`src/logic/lsx_pkg.sv`:
```
package lsx_pkg;

  // Register byte offsets on the Avalon-MM slave
  localparam logic [7:0] OFS_CMD       = 8'h00;
  localparam logic [7:0] OFS_ACC       = 8'h04;
  localparam logic [7:0] OFS_STATUS    = 8'h08;
  localparam logic [7:0] OFS_PRESCALE  = 8'h0c;
  localparam logic [7:0] OFS_PC        = 8'h10;
  localparam logic [7:0] OFS_STACK     = 8'h14;
  localparam logic [7:0] OFS_WATCHDOG  = 8'h18;
  localparam logic [7:0] OFS_WAKE      = 8'h1c;
  localparam logic [7:0] OFS_FILE_BASE = 8'h80;

  // Field positions and widths
  localparam int STAT_BUSY_BIT  = 8;
  localparam int STAT_SLEEP_BIT = 9;
  localparam int WAKE_BIT       = 0;
  localparam int CMD_W          = 17;
  localparam int PC_W           = 9;

  // Values after reset, and the prescaler wrap value
  localparam logic [7:0]      ACC_RST   = 8'h00;
  localparam logic [7:0]      CFG_RST   = 8'h00;
  localparam logic [8:0]      PC_RST    = 9'h000;
  localparam logic [7:0]      WDT_RST   = 8'h00;
  localparam logic [7:0]      PRE_RST   = 8'h00;
  localparam logic [7:0]      FILE_RST  = 8'h00;
  localparam logic [5:0]      FLAGS_RST = 6'h18;
  localparam logic [7:0]      PRE_WRAP  = 8'hff;

  // Instruction codes carried in the command register
  typedef enum logic [2:0] {
    OP_NOP        = 3'b000,
    OP_LOAD_LIT   = 3'b001,
    OP_LOAD_CFG   = 3'b010,
    OP_RETURN_LIT = 3'b011,
    OP_POWER_DOWN = 3'b100,
    OP_ROTATE     = 3'b101,
    OP_SUBTRACT   = 3'b110,
    OP_RSVD       = 3'b111
  } lsx_op_t;

  // Command word: op [16:14], dest [13], file address [12:8], literal [7:0]
  typedef struct packed {
    lsx_op_t    op;
    logic       dest;
    logic [4:0] faddr;
    logic [7:0] lit;
  } lsx_cmd_t;

  // Status flags, carry in bit 0
  typedef struct packed {
    logic pin_change_wake_flag;
    logic timeout_status_n;
    logic power_down_status_n;
    logic zero;
    logic nibble_carry_flag;
    logic carry;
  } lsx_flags_t;

  // Result of one arithmetic path
  typedef struct packed {
    logic [7:0] value;
    logic       carry;
    logic       nibble;
    logic       zero;
  } lsx_alu_t;

  typedef enum logic [1:0] {
    ST_IDLE   = 2'b00,
    ST_RETURN = 2'b01,
    ST_ASLEEP = 2'b10
  } lsx_state_t;

endpackage : lsx_pkg

```
`src/logic/lsx_alu.sv`:
```
`timescale 1ns/1ps
// Rotate-left and subtract datapaths, purely combinational
module lsx_alu (
  input  wire logic [7:0]       file_val,
  input  wire logic [7:0]       acc_val,
  input  wire logic             carry_in,
  output lsx_pkg::lsx_alu_t     rot_res,
  output lsx_pkg::lsx_alu_t     sub_res
);

  logic [8:0] sum;
  logic [4:0] low_sum;

  // File minus accumulator as file plus inverted accumulator plus one
  always_comb begin
    sum     = {1'b0, file_val} + {1'b0, ~acc_val} + 9'h001;
    low_sum = {1'b0, file_val[3:0]} + {1'b0, ~acc_val[3:0]} + 5'h01;
    sub_res.value  = sum[7:0];
    sub_res.carry  = sum[8];                // High means no borrow
    sub_res.nibble = low_sum[4];
    sub_res.zero   = (sum[7:0] == 8'h00);
    // Bit 7 leaves into carry, old carry enters at bit 0
    rot_res.value  = {file_val[6:0], carry_in};
    rot_res.carry  = file_val[7];
    rot_res.nibble = 1'b0;
    rot_res.zero   = 1'b0;
  end

endmodule : lsx_alu

```
`src/logic/lsx_exec.sv`:
```
`timescale 1ns/1ps
// Behaviour
// RULE1: Literal load puts the 8-bit immediate into the accumulator, flags untouched.
// RULE2: Config load copies the accumulator into the prescaler config, flags untouched.
// RULE3: Literal return loads accumulator with immediate and program counter from stack head.
// RULE4: Literal return takes two cycles; others here take one, power-down excepted.
// RULE5: Power-down clears the watchdog count and the watchdog prescaler.
// RULE6: Power-down sets timeout status high and power-down status low.
// RULE7: After power-down execution halts, clock stopped, until a wake-up arrives.
// RULE8: Rotate shifts a file register left through carry; only carry changes.
// RULE9: Subtract computes file minus accumulator and updates carry, nibble carry, zero.
// RULE10: Subtract and rotate write accumulator when dest is 0, file register when 1.
// RULE11: Rotate moves old bit 7 to carry and old carry to bit 0.
// RULE12: Carry means no borrow, nibble carry no low-nibble borrow, zero on zero result.
module lsx_exec (
  input  wire logic        CLK_SYS,
  input  wire logic        RST_N,
  input  wire logic [7:0]  AVS_ADDRESS,
  input  wire logic        AVS_READ,
  input  wire logic        AVS_WRITE,
  input  wire logic [31:0] AVS_WRITEDATA,
  output logic      [31:0] AVS_READDATA,
  output logic             AVS_WAITREQUEST,
  output logic             SLEEP_ACTIVE,
  output logic      [7:0]  PRESCALE_CFG
);

  logic                 wreq_r, wreq_nxt;
  logic [31:0]          rdata_r, rdata_nxt, rd_mux;
  logic                 wr_acc;
  lsx_pkg::lsx_state_t  state_r, state_nxt;
  lsx_pkg::lsx_cmd_t    cmd, cmd_last_r, cmd_last_nxt;
  lsx_pkg::lsx_flags_t  flags_r, flags_nxt;
  logic [7:0]           acc_r, acc_nxt;
  logic [7:0]           cfg_r, cfg_nxt;
  logic [8:0]           pc_r, pc_nxt;
  logic [8:0]           stack_head_r, stack_head_nxt;
  logic [7:0]           wdt_r, wdt_nxt;
  logic [7:0]           pre_r, pre_nxt;
  logic [7:0]           file_r   [32];
  logic [7:0]           file_nxt [32];
  logic                 sleep_r, sleep_nxt;
  logic                 cmd_go, wake_go;
  lsx_pkg::lsx_alu_t    rot_res, sub_res, res;

  assign AVS_WAITREQUEST = wreq_r;
  assign AVS_READDATA    = rdata_r;
  assign SLEEP_ACTIVE    = sleep_r;
  assign PRESCALE_CFG    = cfg_r;

  // An access is taken on the edge where waitrequest is seen low
  assign wr_acc  = AVS_WRITE && !wreq_r;
  assign cmd     = lsx_pkg::lsx_cmd_t'(AVS_WRITEDATA[lsx_pkg::CMD_W-1:0]);
  // Commands while busy or asleep are dropped; software polls the busy bit
  assign cmd_go  = wr_acc && (AVS_ADDRESS == lsx_pkg::OFS_CMD) && (state_r == lsx_pkg::ST_IDLE);
  assign wake_go = wr_acc && (AVS_ADDRESS == lsx_pkg::OFS_WAKE)
                   && AVS_WRITEDATA[lsx_pkg::WAKE_BIT] && (state_r == lsx_pkg::ST_ASLEEP);

  lsx_alu u_alu (
    .file_val (file_r[cmd.faddr]),
    .acc_val  (acc_r),
    .carry_in (flags_r.carry),
    .rot_res  (rot_res),
    .sub_res  (sub_res)
  );

  // Read decode; unmapped addresses read as zero
  always_comb begin
    rd_mux = 32'h0000_0000;
    if (AVS_ADDRESS >= lsx_pkg::OFS_FILE_BASE) begin
      rd_mux[7:0] = file_r[AVS_ADDRESS[6:2]];
    end else begin
      unique case (AVS_ADDRESS)
        lsx_pkg::OFS_CMD:      rd_mux[lsx_pkg::CMD_W-1:0] = cmd_last_r;
        lsx_pkg::OFS_ACC:      rd_mux[7:0] = acc_r;
        lsx_pkg::OFS_STATUS: begin
          rd_mux[5:0] = flags_r;
          rd_mux[lsx_pkg::STAT_BUSY_BIT]  = (state_r == lsx_pkg::ST_RETURN);
          rd_mux[lsx_pkg::STAT_SLEEP_BIT] = sleep_r;
        end
        lsx_pkg::OFS_PRESCALE: rd_mux[7:0] = cfg_r;
        lsx_pkg::OFS_PC:       rd_mux[lsx_pkg::PC_W-1:0] = pc_r;
        lsx_pkg::OFS_STACK:    rd_mux[lsx_pkg::PC_W-1:0] = stack_head_r;
        lsx_pkg::OFS_WATCHDOG: rd_mux[15:0] = {pre_r, wdt_r};
        default:               rd_mux = 32'h0000_0000;
      endcase
    end
  end

  // Bus handshake: one wait cycle, then the answer for exactly one edge
  always_comb begin
    wreq_nxt  = 1'b1;
    rdata_nxt = rdata_r;
    if ((AVS_READ || AVS_WRITE) && wreq_r) begin
      wreq_nxt  = 1'b0;
      rdata_nxt = rd_mux;
    end
  end

  always_ff @(posedge CLK_SYS) begin
    if (!RST_N) begin
      wreq_r  <= 1'b1;
      rdata_r <= 32'h0000_0000;
    end else begin
      wreq_r  <= wreq_nxt;
      rdata_r <= rdata_nxt;
    end
  end

  // Core next state: software writes first, then the executing instruction
  always_comb begin
    state_nxt      = state_r;
    cmd_last_nxt   = cmd_last_r;
    flags_nxt      = flags_r;
    acc_nxt        = acc_r;
    cfg_nxt        = cfg_r;
    pc_nxt         = pc_r;
    stack_head_nxt = stack_head_r;
    wdt_nxt        = wdt_r;
    pre_nxt        = pre_r;
    file_nxt       = file_r;
    res            = sub_res;
    // Watchdog runs only while the core clock runs
    if (state_r != lsx_pkg::ST_ASLEEP) begin
      pre_nxt = pre_r + 8'h01;
      if (pre_r == lsx_pkg::PRE_WRAP) begin
        wdt_nxt = wdt_r + 8'h01;
      end
    end
    if (wr_acc) begin
      if (AVS_ADDRESS >= lsx_pkg::OFS_FILE_BASE) begin
        file_nxt[AVS_ADDRESS[6:2]] = AVS_WRITEDATA[7:0];
      end else if (AVS_ADDRESS == lsx_pkg::OFS_ACC) begin
        acc_nxt = AVS_WRITEDATA[7:0];
      end else if (AVS_ADDRESS == lsx_pkg::OFS_STACK) begin
        stack_head_nxt = AVS_WRITEDATA[lsx_pkg::PC_W-1:0];
      end else if (AVS_ADDRESS == lsx_pkg::OFS_STATUS) begin
        flags_nxt.carry             = AVS_WRITEDATA[0];
        flags_nxt.nibble_carry_flag = AVS_WRITEDATA[1];
        flags_nxt.zero              = AVS_WRITEDATA[2];
      end
    end
    unique case (state_r)
      lsx_pkg::ST_IDLE: begin
        if (cmd_go) begin
          cmd_last_nxt = cmd;
          unique case (cmd.op)
            lsx_pkg::OP_LOAD_LIT: acc_nxt = cmd.lit;                       // [RULE1]
            lsx_pkg::OP_LOAD_CFG: cfg_nxt = acc_r;                         // [RULE2]
            lsx_pkg::OP_RETURN_LIT: begin
              acc_nxt   = cmd.lit;                                         // [RULE3]
              state_nxt = lsx_pkg::ST_RETURN;                              // [RULE4]
            end
            lsx_pkg::OP_POWER_DOWN: begin
              wdt_nxt   = lsx_pkg::WDT_RST;                                // [RULE5]
              pre_nxt   = lsx_pkg::PRE_RST;                                // [RULE5]
              flags_nxt.timeout_status_n    = 1'b1;                        // [RULE6]
              flags_nxt.power_down_status_n = 1'b0;                        // [RULE6]
              state_nxt = lsx_pkg::ST_ASLEEP;                              // [RULE7]
            end
            lsx_pkg::OP_ROTATE, lsx_pkg::OP_SUBTRACT: begin
              if (cmd.op == lsx_pkg::OP_ROTATE) begin
                res             = rot_res;                                 // [RULE11]
                flags_nxt.carry = rot_res.carry;                           // [RULE8]
              end else begin
                flags_nxt.carry             = sub_res.carry;               // [RULE9] [RULE12]
                flags_nxt.nibble_carry_flag = sub_res.nibble;              // [RULE12]
                flags_nxt.zero              = sub_res.zero;                // [RULE12]
              end
              if (cmd.dest) begin
                file_nxt[cmd.faddr] = res.value;                           // [RULE10]
              end else begin
                acc_nxt = res.value;                                       // [RULE10]
              end
            end
            lsx_pkg::OP_NOP, lsx_pkg::OP_RSVD: begin
            end
          endcase
        end
      end
      lsx_pkg::ST_RETURN: begin
        // Second cycle: the return address takes effect
        pc_nxt    = stack_head_r;                                          // [RULE3]
        state_nxt = lsx_pkg::ST_IDLE;                                      // [RULE4]
      end
      lsx_pkg::ST_ASLEEP: begin
        // Nothing executes until software signals a wake-up
        if (wake_go) begin
          state_nxt = lsx_pkg::ST_IDLE;                                    // [RULE7]
        end
      end
      default: state_nxt = lsx_pkg::ST_IDLE;
    endcase
    sleep_nxt = (state_nxt == lsx_pkg::ST_ASLEEP);
  end

  always_ff @(posedge CLK_SYS) begin
    if (!RST_N) begin
      state_r      <= lsx_pkg::ST_IDLE;
      cmd_last_r   <= '0;
      flags_r      <= lsx_pkg::FLAGS_RST;
      acc_r        <= lsx_pkg::ACC_RST;
      cfg_r        <= lsx_pkg::CFG_RST;
      pc_r         <= lsx_pkg::PC_RST;
      stack_head_r <= lsx_pkg::PC_RST;
      wdt_r        <= lsx_pkg::WDT_RST;
      pre_r        <= lsx_pkg::PRE_RST;
      sleep_r      <= 1'b0;
      for (int i = 0; i < 32; i++) begin
        file_r[i] <= lsx_pkg::FILE_RST;
      end
    end else begin
      state_r      <= state_nxt;
      cmd_last_r   <= cmd_last_nxt;
      flags_r      <= flags_nxt;
      acc_r        <= acc_nxt;
      cfg_r        <= cfg_nxt;
      pc_r         <= pc_nxt;
      stack_head_r <= stack_head_nxt;
      wdt_r        <= wdt_nxt;
      pre_r        <= pre_nxt;
      sleep_r      <= sleep_nxt;
      file_r       <= file_nxt;
    end
  end
endmodule : lsx_exec

```
`config.mk`:
```
export PLATFORM = sky130hd
export DESIGN_NAME = lsx_exec
export DESIGN_NICKNAME = d
export VERILOG_FILES = /design/src/logic/lsx_pkg.sv /design/src/logic/lsx_alu.sv /design/src/logic/lsx_exec.sv
export SDC_FILE = /design/constraint.sdc
export NUM_CORES = 1
export LEC_CHECK = 0
export BUFFER_PORTS_ARGS = -buffer_cell sky130_fd_sc_hd__buf_2
export CAP_MARGIN = 20
export CORE_ASPECT_RATIO = 1.75
export CORE_MARGIN = 2
export CORE_UTILIZATION = 45
export CTS_BUF_LIST = sky130_fd_sc_hd__clkbuf_8
export DETAILED_ROUTE_END_ITERATION = 16
export MAX_ROUTING_LAYER = met4
export PLACE_DENSITY = 0.72
export SETUP_SLACK_MARGIN = 0.15
export SLEW_MARGIN = 10
export SYNTH_ARGS = -nofsm -noshare
export SYNTH_HDL_FRONTEND = slang
export SYNTH_SLANG_ARGS = --single-unit
```
`constraint.sdc`:
```
create_clock -name CLK_SYS -period 9 [get_ports CLK_SYS]
set_input_delay 0 -clock CLK_SYS [delete_from_list [all_inputs] [get_ports CLK_SYS]]
set_output_delay 0 -clock CLK_SYS [all_outputs]
set_load 0.05 [all_outputs]
```
==> metrics.md, run 1 <==
| Metric | Value |
|---|---|
| Run status | `finished clean` |
| Number of hold violations in the final report | `0` |
| TritonCTS clock tree | `yes` |
| Synthesis-stage register bit count | `348` |
| Worst path required time | `9590 ps` |
| Worst vdd rail ir drop | `0.07989 mV` |
| I/O pin total | `86` |
| Die width | `167.9 µm` |
| Leakage | `8.471 nW` |
| Pre-CTS WS | `3257 ps` |
| Clock root buffer master | `sky130_fd_sc_hd__clkbuf_8` |
| Switching share of power | `26.86%` |
| Global-route layer with the greatest usage | `met2` |
| Maximum frequency from static timing analysis | `0.1859 GHz` |
| Cells taking the most area after synthesis | `sky130_fd_sc_hd__dfxtp_1 33%, sky130_fd_sc_hd__mux2i_1 15%, sky130_fd_sc_hd__mux4_2 6.3%` |
| Netlist area before placement | `21160 µm²` |
| Fraction of final layout cells with drive strength greater than 1 | `15.46%` |
| Flop2flop setup slack | `3960 ps` |
| Vias per std cell | `6.745` |
| Worst R2R Start | `file_r[209]$_SDFF_PN0_` |
| Overall die height | `290.9 µm` |
| Number of remaining DRC errors | `0` |
| Maximum clock skew at final layout | `36.88 ps` |
| Register clock-pin slew on the reported worst setup and hold paths | `70 ps` |
| Warnings, synthesis | `0` |
| CP startpoint kind | `input port` |
| Drt first-iter violations | `2164` |
| Routed wire length | `87.18 mm` |
| Total of hold buffers inserted after clock tree synthesis | `17` |
| Buffers added on ports | `55` |
| Most numerous cell types in the synthesized netlist | `348 x sky130_fd_sc_hd__dfxtp_1, 315 x sky130_fd_sc_hd__mux2i_1, 233 x sky130_fd_sc_hd__a21oi_1` |
| Power density over cell area | `151.0 nW/µm²` |
| Area of the core region | `46640 µm²` |
| Die Outline Area | `48850 µm²` |
| Final net count | `2341` |
| Setup slack after layout | `3622 ps` |
| Endpoint of the worst setup timing path | `file_r[159]$_SDFF_PN0_` |
| Number of slew-limit violations in the final report | `0` |
| Clock net sink count | `348` |
| Internal Pwr Total | `2.525 mW` |
| Post-route fraction of the period consumed by the critical path | `59.76%` |
| Sequential share of power | `45.0%` |
| Met3 track utilization from global routing | `7.043%` |
| Via count of the first global-routing pass | `18786` |
| Peak fanout along the critical path | `74` |
| Largest net degree at the start of global routing | `94` |
| Post-synthesis to final-layout area growth | `8.023%` |
| Clock period minus worst slack | `5378 ps` |
| CTS buffer count | `53` |
| Count of unique library cells instantiated by Yosys | `79` |
| Primary FF master, synth | `sky130_fd_sc_hd__dfxtp_1` |
| GRT Resource Usage Total | `36.04%` |
| Dominant cell by count in the synthesized netlist | `sky130_fd_sc_hd__dfxtp_1` |
| Sequential element share of the synthesized area | `32.92%` |
| Setup crit end kind | `flip-flop` |
| Fraction of synthesized cell area taken by the top area cell type | `32.92%` |
| WL/cell | `29.85 µm` |
| Worst flop-to-flop path endpoint | `file_r[159]$_SDFF_PN0_` |
| Detailed-routing iteration count for the pre-antenna-repair pass | `7` |
| Clock latency on the worst-skew pair | `700 ps` |
| Total via count after detailed routing | `19702` |
| Met1 GRT Util | `36.35%` |
| Total negative slack for setup checks | `0 ps` |
| Class of the most critical hold timing path | `in2reg` |
| Slew at the pin closest to its max-slew limit | `1200 ps` |
| Number of antenna violations at the first check in global routing | `6` |
| Clock buffer depth | `3` |
| Fill cell count | `4361` |
| Relative contribution of the clock network to total power | `46.4%` |
| GR met2 Demand/Resource | `59.43%` |
| Arrival @ worst endpoint | `5970 ps` |
| Wire length of the first global-routing pass | `127.2 mm` |
| Number of antenna-violating nets in the routed design | `0` |
| Count of cells along the worst register-to-register path | `12` |
| RSZ-0062 raised after global routing | `false` |
| Congestion Overflow GR | `0` |
| Synthesized area divided by synthesized cell count | `8.956 µm²` |
| Effective utilization at floorplan | `45.38%` |
| Cell type with the highest aggregate area in the netlist | `sky130_fd_sc_hd__dfxtp_1` |
| Number of maximum-capacitance constraint violations | `0` |
| H-tree depth | `2` |
| Critical Path Start | `AVS_WRITEDATA[9]` |
| Worst hold slack | `2.887 ps` |
| Post-CTS Setup Bufs | `0` |
| Fraction of registers with async set or reset after synthesis | `0%` |
| Net switching power figure | `0.9271 mW` |
| EDFF count, synth | `0` |
| Standard-cell rows | `105` |
| Placed wire-length estimate | `60.06 mm` |
| Combinational share of power | `8.6%` |
| Critical path start-end classification | `in2reg` |
| Instance count of the mapped netlist | `2363` |
| Number of instances resized during post-cts repair | `0` |
| Last weighted congestion value of the routability-driven placer | `0.9995` |
| Final setup violation count | `0` |
| Max-Slew Margin vs Limit | `19.98%` |
[logic make-up after synthesis]
logic type / Yosys count / synth area share, %
buf+inv: 278 / 5.906
fa+ha+maj: 13 / 0.8041
simple gates: 574 / 14.34
mux: 446 / 25.01
xor+xnor: 20 / 0.8277
compound gates: 683 / 20.17
other cells: 1 / 0.01772
flops: 348 / 32.92
[metrics by stage]
stage	power (mW)	utilization, %	instance area, µm²	std cells
final	3.452	49.02	22860	2921
after global routing	3.534	49.02	22860	2921
after CTS	3.444	48.97	22840	2915
after detailed placement	1.868	45.84	21380	2799
after global placement	1.866	45.84	21380	2799
after floorplan	1.788	-	21220	2377
[worst min-delay path by stage]
stage          cells past startpoint                     endpoint              start
5_1_grt                            5   cmd_last_r[3]$_SDFFE_PN0P_          AVS_WRITE
6_report                           5   cmd_last_r[6]$_SDFFE_PN0P_          AVS_WRITE
3_5_place_dp                       3  cmd_last_r[13]$_SDFFE_PN0P_  AVS_WRITEDATA[13]
3_3_place_gp                       3  cmd_last_r[13]$_SDFFE_PN0P_  AVS_WRITEDATA[13]
4_1_cts                            3   cmd_last_r[6]$_SDFFE_PN0P_   AVS_WRITEDATA[6]
2_1_floorplan                      1   AVS_WAITREQUEST$_SDFF_PN1_              RST_N
[layer usage]
layer	wire (µm)	vias to the layer above	part of all wire, %
met2	41800	1118	48
li1	-	8645	-
met1	29270	9511	34
met4	9670	0	11
met5	0	-	0
met3	6444	428	7.4
[layout make-up]
type,count,area [µm²],area share [%]
diodes,5,12.51,0.05473
multi-input cells,1751,13060,57.13
clock buffers,71,977.2,4.275
well taps,588,735.7,3.218
clock inverters,28,312.8,1.368
inverters,31,121.4,0.5309
flip-flops and latches,348,6967,30.47
repair buffers,99,674.4,2.950
[placed cells by master, fill, tap and decap left out, types with 8 or more instances in the layout]
cell type	Yosys	final
sky130_fd_sc_hd__a22oi_1	34	34
sky130_fd_sc_hd__a21oi_1	233	232
sky130_fd_sc_hd__nand3_1	88	88
sky130_fd_sc_hd__buf_2	70	51
sky130_fd_sc_hd__nand3b_1	12	12
sky130_fd_sc_hd__dlygate4sd3_1	0	17
sky130_fd_sc_hd__nor2b_1	8	8
sky130_fd_sc_hd__a211oi_1	42	42
sky130_fd_sc_hd__mux2_2	72	72
sky130_fd_sc_hd__xor2_1	12	12
sky130_fd_sc_hd__buf_4	18	29
sky130_fd_sc_hd__nor3_1	14	14
sky130_fd_sc_hd__nor2_1	140	139
sky130_fd_sc_hd__mux2i_1	315	314
sky130_fd_sc_hd__o22ai_1	68	68
sky130_fd_sc_hd__conb_1	1	15
sky130_fd_sc_hd__inv_1	31	38
sky130_fd_sc_hd__a221oi_1	11	11
sky130_fd_sc_hd__xnor2_1	8	8
sky130_fd_sc_hd__nand2_1	152	152
sky130_fd_sc_hd__o21ai_0	104	104
sky130_fd_sc_hd__ha_1	12	12
sky130_fd_sc_hd__nor3_2	27	26
sky130_fd_sc_hd__o21ai_1	12	12
sky130_fd_sc_hd__clkbuf_8	0	71
sky130_fd_sc_hd__clkinv_2	0	10
sky130_fd_sc_hd__dfxtp_1	348	348
sky130_fd_sc_hd__nand4_1	47	47
sky130_fd_sc_hd__nor4_1	20	17
sky130_fd_sc_hd__o21a_1	118	118
sky130_fd_sc_hd__o211a_1	13	13
sky130_fd_sc_hd__mux4_2	59	59
[critical path, cell delays in order]
cell,delay (ps)
sky130_fd_sc_hd__buf_6,680
sky130_fd_sc_hd__buf_12,430
sky130_fd_sc_hd__mux2i_1,460
sky130_fd_sc_hd__o22ai_1,290
sky130_fd_sc_hd__nor4_2,950
sky130_fd_sc_hd__nand2_1,300
sky130_fd_sc_hd__ha_1,350
sky130_fd_sc_hd__nor2b_1,150
sky130_fd_sc_hd__o31a_1,230
sky130_fd_sc_hd__o21ai_0,150
sky130_fd_sc_hd__xnor2_1,740
sky130_fd_sc_hd__mux2i_4,490
sky130_fd_sc_hd__buf_4,370
sky130_fd_sc_hd__a211oi_1,230
[sequential cells by signal, indices dropped and copies added (netlist names)]
name	cells
AVS_READDATA	17
AVS_WAITREQUEST	1
PRESCALE_CFG	8
SLEEP_ACTIVE	1
acc_r	8
cmd_last_r	17
file_r	256
flags_r	4
pc_r	9
pre_r	8
stack_head_r	9
state_r	2
wdt_r	8
[power by group through the flow]
stage | clock network, mW | logic [mW] | registers, mW
finish | 1.60 | 0.297 | 1.55
global route | 1.68 | 0.304 | 1.55
CTS | 1.60 | 0.288 | 1.55
detailed placement | 0 | 0.282 | 1.59
global placement | 0 | 0.279 | 1.59
floorplan | 0 | 0.191 | 1.60
Power figures use the tool's default switching activity.
==> run 2: changes to the inputs <==
==> constraint.sdc (replaced) <==
create_clock -name CLK_SYS -period 5.4 [get_ports CLK_SYS]
set_input_delay 0 -clock CLK_SYS [delete_from_list [all_inputs] [get_ports CLK_SYS]]
set_output_delay 0 -clock CLK_SYS [all_outputs]
set_load 0.05 [all_outputs]
==> run 2 against run 1 <==
Net effect:
- clock power is 44% higher
- first-iteration DRC count up 8.7%
- highest routed layer unchanged
- hold slack better by 83 ps
- global-route usage is 0.087 points higher
- routed wire length up 0.84%
- register-to-register slack got worse by 2600 ps
- core utilization rose by 0.086 points
- count of clock-buffer cells in the layout is 5 lower
- setup slack worse by 2700 ps
- non-clock buffer count grew 29
==> metrics.md, run 2 (synthesis gave the netlist of run 1 again) <==
| Metric | Value |
|---|---|
| WL/cell | `29.86 µm (was 29.85 µm)` |
| Number of remaining DRC errors | `0 (unchanged)` |
| Placed wire-length estimate | `60.98 mm (was 60.06 mm)` |
| Critical path start-end classification | `in2reg (unchanged)` |
| Clock root buffer master | `sky130_fd_sc_hd__clkbuf_8 (unchanged)` |
| Register clock-pin slew on the reported worst setup and hold paths | `70 ps (about the same)` |
| Routed wire length | `87.91 mm (was 87.18 mm)` |
| Number of hold violations in the final report | `0 (unchanged)` |
| Number of maximum-capacitance constraint violations | `0 (unchanged)` |
| Post-route fraction of the period consumed by the critical path | `82.91%` |
| Fill cell count | `4328 (was 4361)` |
| H-tree depth | `2 (unchanged)` |
| Die width | `167.9 µm (unchanged)` |
| Peak fanout along the critical path | `32 (was 74)` |
| Run status | `finished clean (unchanged)` |
| RSZ-0062 raised after global routing | `false (unchanged)` |
| Cells along the critical path | `dlygate4sd3_1, buf_2, nand4bb_1, o22ai_1, nor4_1, nand2_1, inv_1, ha_1, inv_1, fa_1, a211oi_1, o21bai_1, a21oi_1, xnor2_1, mux2_2, buf_12, o211a_1 (was buf_6, buf_12, mux2i_1, o22ai_1, nor4_2, nand2_1, ha_1, nor2b_1, o31a_1, o21ai_0, xnor2_1, mux2i_4, buf_4, a211oi_1)` |
| Post-synthesis to final-layout area growth | `8.212% (was 8.023%)` |
| Detailed-routing iteration count for the pre-antenna-repair pass | `8 (was 7)` |
| Area of the core region | `46640 µm² (unchanged)` |
| Peak per-stage delay on the critical path | `610 ps (was 950 ps)` |
| Clock latency on the worst-skew pair | `630 ps (was 700 ps)` |
| Power density over cell area | `235.7 nW/µm² (was 151.0 nW/µm²)` |
| Congestion Overflow GR | `0 (unchanged)` |
| Most frequent cells in the layout | `348 x sky130_fd_sc_hd__dfxtp_1, 314 x sky130_fd_sc_hd__mux2i_1, 232 x sky130_fd_sc_hd__a21oi_1 (unchanged)` |
| Cell repeated most along the worst path | `sky130_fd_sc_hd__inv_1` |
| CP startpoint kind | `input port (unchanged)` |
| Die Outline Area | `48850 µm² (unchanged)` |
| Overall die height | `290.9 µm (unchanged)` |
| Via count of the first global-routing pass | `18674 (was 18786)` |
| Total via count after detailed routing | `19936 (was 19702)` |
| Clock net sink count | `348 (unchanged)` |
| Cell at the slowest stage of the critical path | `sky130_fd_sc_hd__nand4bb_1 (was sky130_fd_sc_hd__nor4_2)` |
| Vias per std cell | `6.772 (was 6.745)` |
| Clock period minus worst slack | `4477 ps` |
| Maximum clock skew at final layout | `21.80 ps (was 36.88 ps)` |
| Uppermost layer routed | `met4 (unchanged)` |
| Largest net degree at the start of global routing | `83 (was 94)` |
| M1 WL | `28.91 mm (was 29.27 mm)` |
| Effective utilization at floorplan | `45.38% (unchanged)` |
| Setup slack after layout | `923.0 ps (was 3622 ps)` |
| Setup crit end kind | `flip-flop (unchanged)` |
| Fraction of final layout cells with drive strength greater than 1 | `15.94% (was 15.46%)` |
| Max-Slew Margin vs Limit | `8.189% (was 19.98%)` |
| Pre-CTS WS | `862.3 ps (was 3257 ps)` |
| Final setup violation count | `0 (unchanged)` |
| Total negative slack for setup checks | `0 ps (unchanged)` |
| CTS buffer count | `52 (was 53)` |
| Largest register by flop count | `file_r (unchanged)` |
| Standard-cell rows | `105 (unchanged)` |
| Worst path required time | `5920 ps (was 9590 ps)` |
| Post-CTS Setup Bufs | `0 (unchanged)` |
| Number of antenna-violating nets in the routed design | `0 (unchanged)` |
| TritonCTS clock tree | `yes (unchanged)` |
| Class of the most critical hold timing path | `in2reg (unchanged)` |
| Final net count | `2369 (was 2341)` |
| Leading cell type in the layout, fill and taps excluded | `sky130_fd_sc_hd__dfxtp_1 (unchanged)` |
| Worst vdd rail ir drop | `0.1044 mV (was 0.07989 mV)` |
| Slew at the pin closest to its max-slew limit | `1363 ps (was 1200 ps)` |
| I/O pin total | `86 (unchanged)` |
| Wire length of the first global-routing pass | `126.9 mm (was 127.2 mm)` |
| Flop2flop setup slack | `1350 ps (was 3960 ps)` |
| Arrival @ worst endpoint | `4990 ps (was 5970 ps)` |
| Length of routed met2 wiring | `41.56 mm (was 41.80 mm)` |
| Number of instances resized during post-cts repair | `0 (unchanged)` |
| GRT Resource Usage Total | `36.12% (was 36.04%)` |
| Routed length on met3 | `7.019 mm (was 6.444 mm)` |
| Buffers added on ports | `55 (unchanged)` |
| Leakage | `8.550 nW (was 8.471 nW)` |
| Last weighted congestion value of the routability-driven placer | `1.037 (was 0.9995)` |
| Maximum frequency from static timing analysis | `0.2234 GHz` |
| Max reg flops | `256 (unchanged)` |
| Clock buffer depth | `3 (unchanged)` |
| Number of slew-limit violations in the final report | `0 (unchanged)` |
| Drt first-iter violations | `2353 (was 2164)` |
| Number of antenna violations at the first check in global routing | `1 (was 6)` |
## run 2: cell count changes in the layout (fill, tap and decap cells not counted), sizes merged
cell	change
diode	-2
bufinv	-5
inv	+8
buf	+30
dlygate4sd3	-1
clkbuf	-5
clkinvlp	-1
clkinv	-1
## run 2: area by class of cell
type | count | area, µm² | share of cell area (%)
multi-input cells | 1751 | 13040 | 56.95
flip-flops and latches | 348 | 6967 | 30.42
repair buffers | 128 | 939.7 | 4.103
clock buffers | 66 | 908.4 | 3.967
well taps | 588 | 735.7 | 3.213
clock inverters | 29 | 180.2 | 0.7868
inverters | 31 | 121.4 | 0.5300
diodes | 3 | 7.507 | 0.03278
## run 2: stage by stage
stage / power, mW / hold WS, ps / utilization, % / instances / instance area [µm²]
finish: 5.398 / 86.11 / 49.10 / 2944 / 22900
global route: 5.515 / 81.75 / 49.09 / 2942 / 22900
CTS: 5.397 / 36.48 / 49.09 / 2941 / 22890
detailed placement: 3.128 / 340.9 / 46.41 / 2830 / 21640
global placement: 3.124 / 340.3 / 46.41 / 2830 / 21640
floorplan: 2.980 / 83.17 / - / 2377 / 21220
## run 2: power by group
group | internal, mW | switching, mW | leakage [nW] | total [mW]
Combinational | 0.127 | 0.381 | 5.12 | 0.508
Clock | 1.19 | 1.11 | 0.624 | 2.30
Sequential | 2.58 | 0.00956 | 2.80 | 2.59
## run 2: worst paths after layout
check,startpoint,endpoint,cells after the start
max reg2reg,file_r[132]$_SDFF_PN0_,file_r[133]$_SDFF_PN0_,11
max,AVS_WRITEDATA[10],file_r[134]$_SDFF_PN0_,17
min,AVS_ADDRESS[3],AVS_READDATA[1]$_SDFFE_PN0P_,4
min reg2reg,flags_r[3]$_SDFFE_PN1P_,flags_r[3]$_SDFFE_PN1P_,2
## run 2: timing repair
action / CTS / global route
endpoints found under the setup margin: 0 / 0
hold buffers: 16 / 0
hold endpoints to repair: 71 / 0
## run 2: metal layers
metal | GRT usage, % | vias to the layer above
met5 | - | -
met2 | 59.07 | 1262
met1 | 36.72 | 9514
met4 | 32.96 | 0
li1 | - | 8692
met3 | 6.254 | 468
## run 2: critical path, delay by kind of cell
family / cells / cell delay (ps)
mux: 1 / 310
simple gates: 3 / 1280
fa+ha+maj: 2 / 620
buf+inv: 5 / 1400
compound gates: 5 / 1170
xor+xnor: 1 / 150
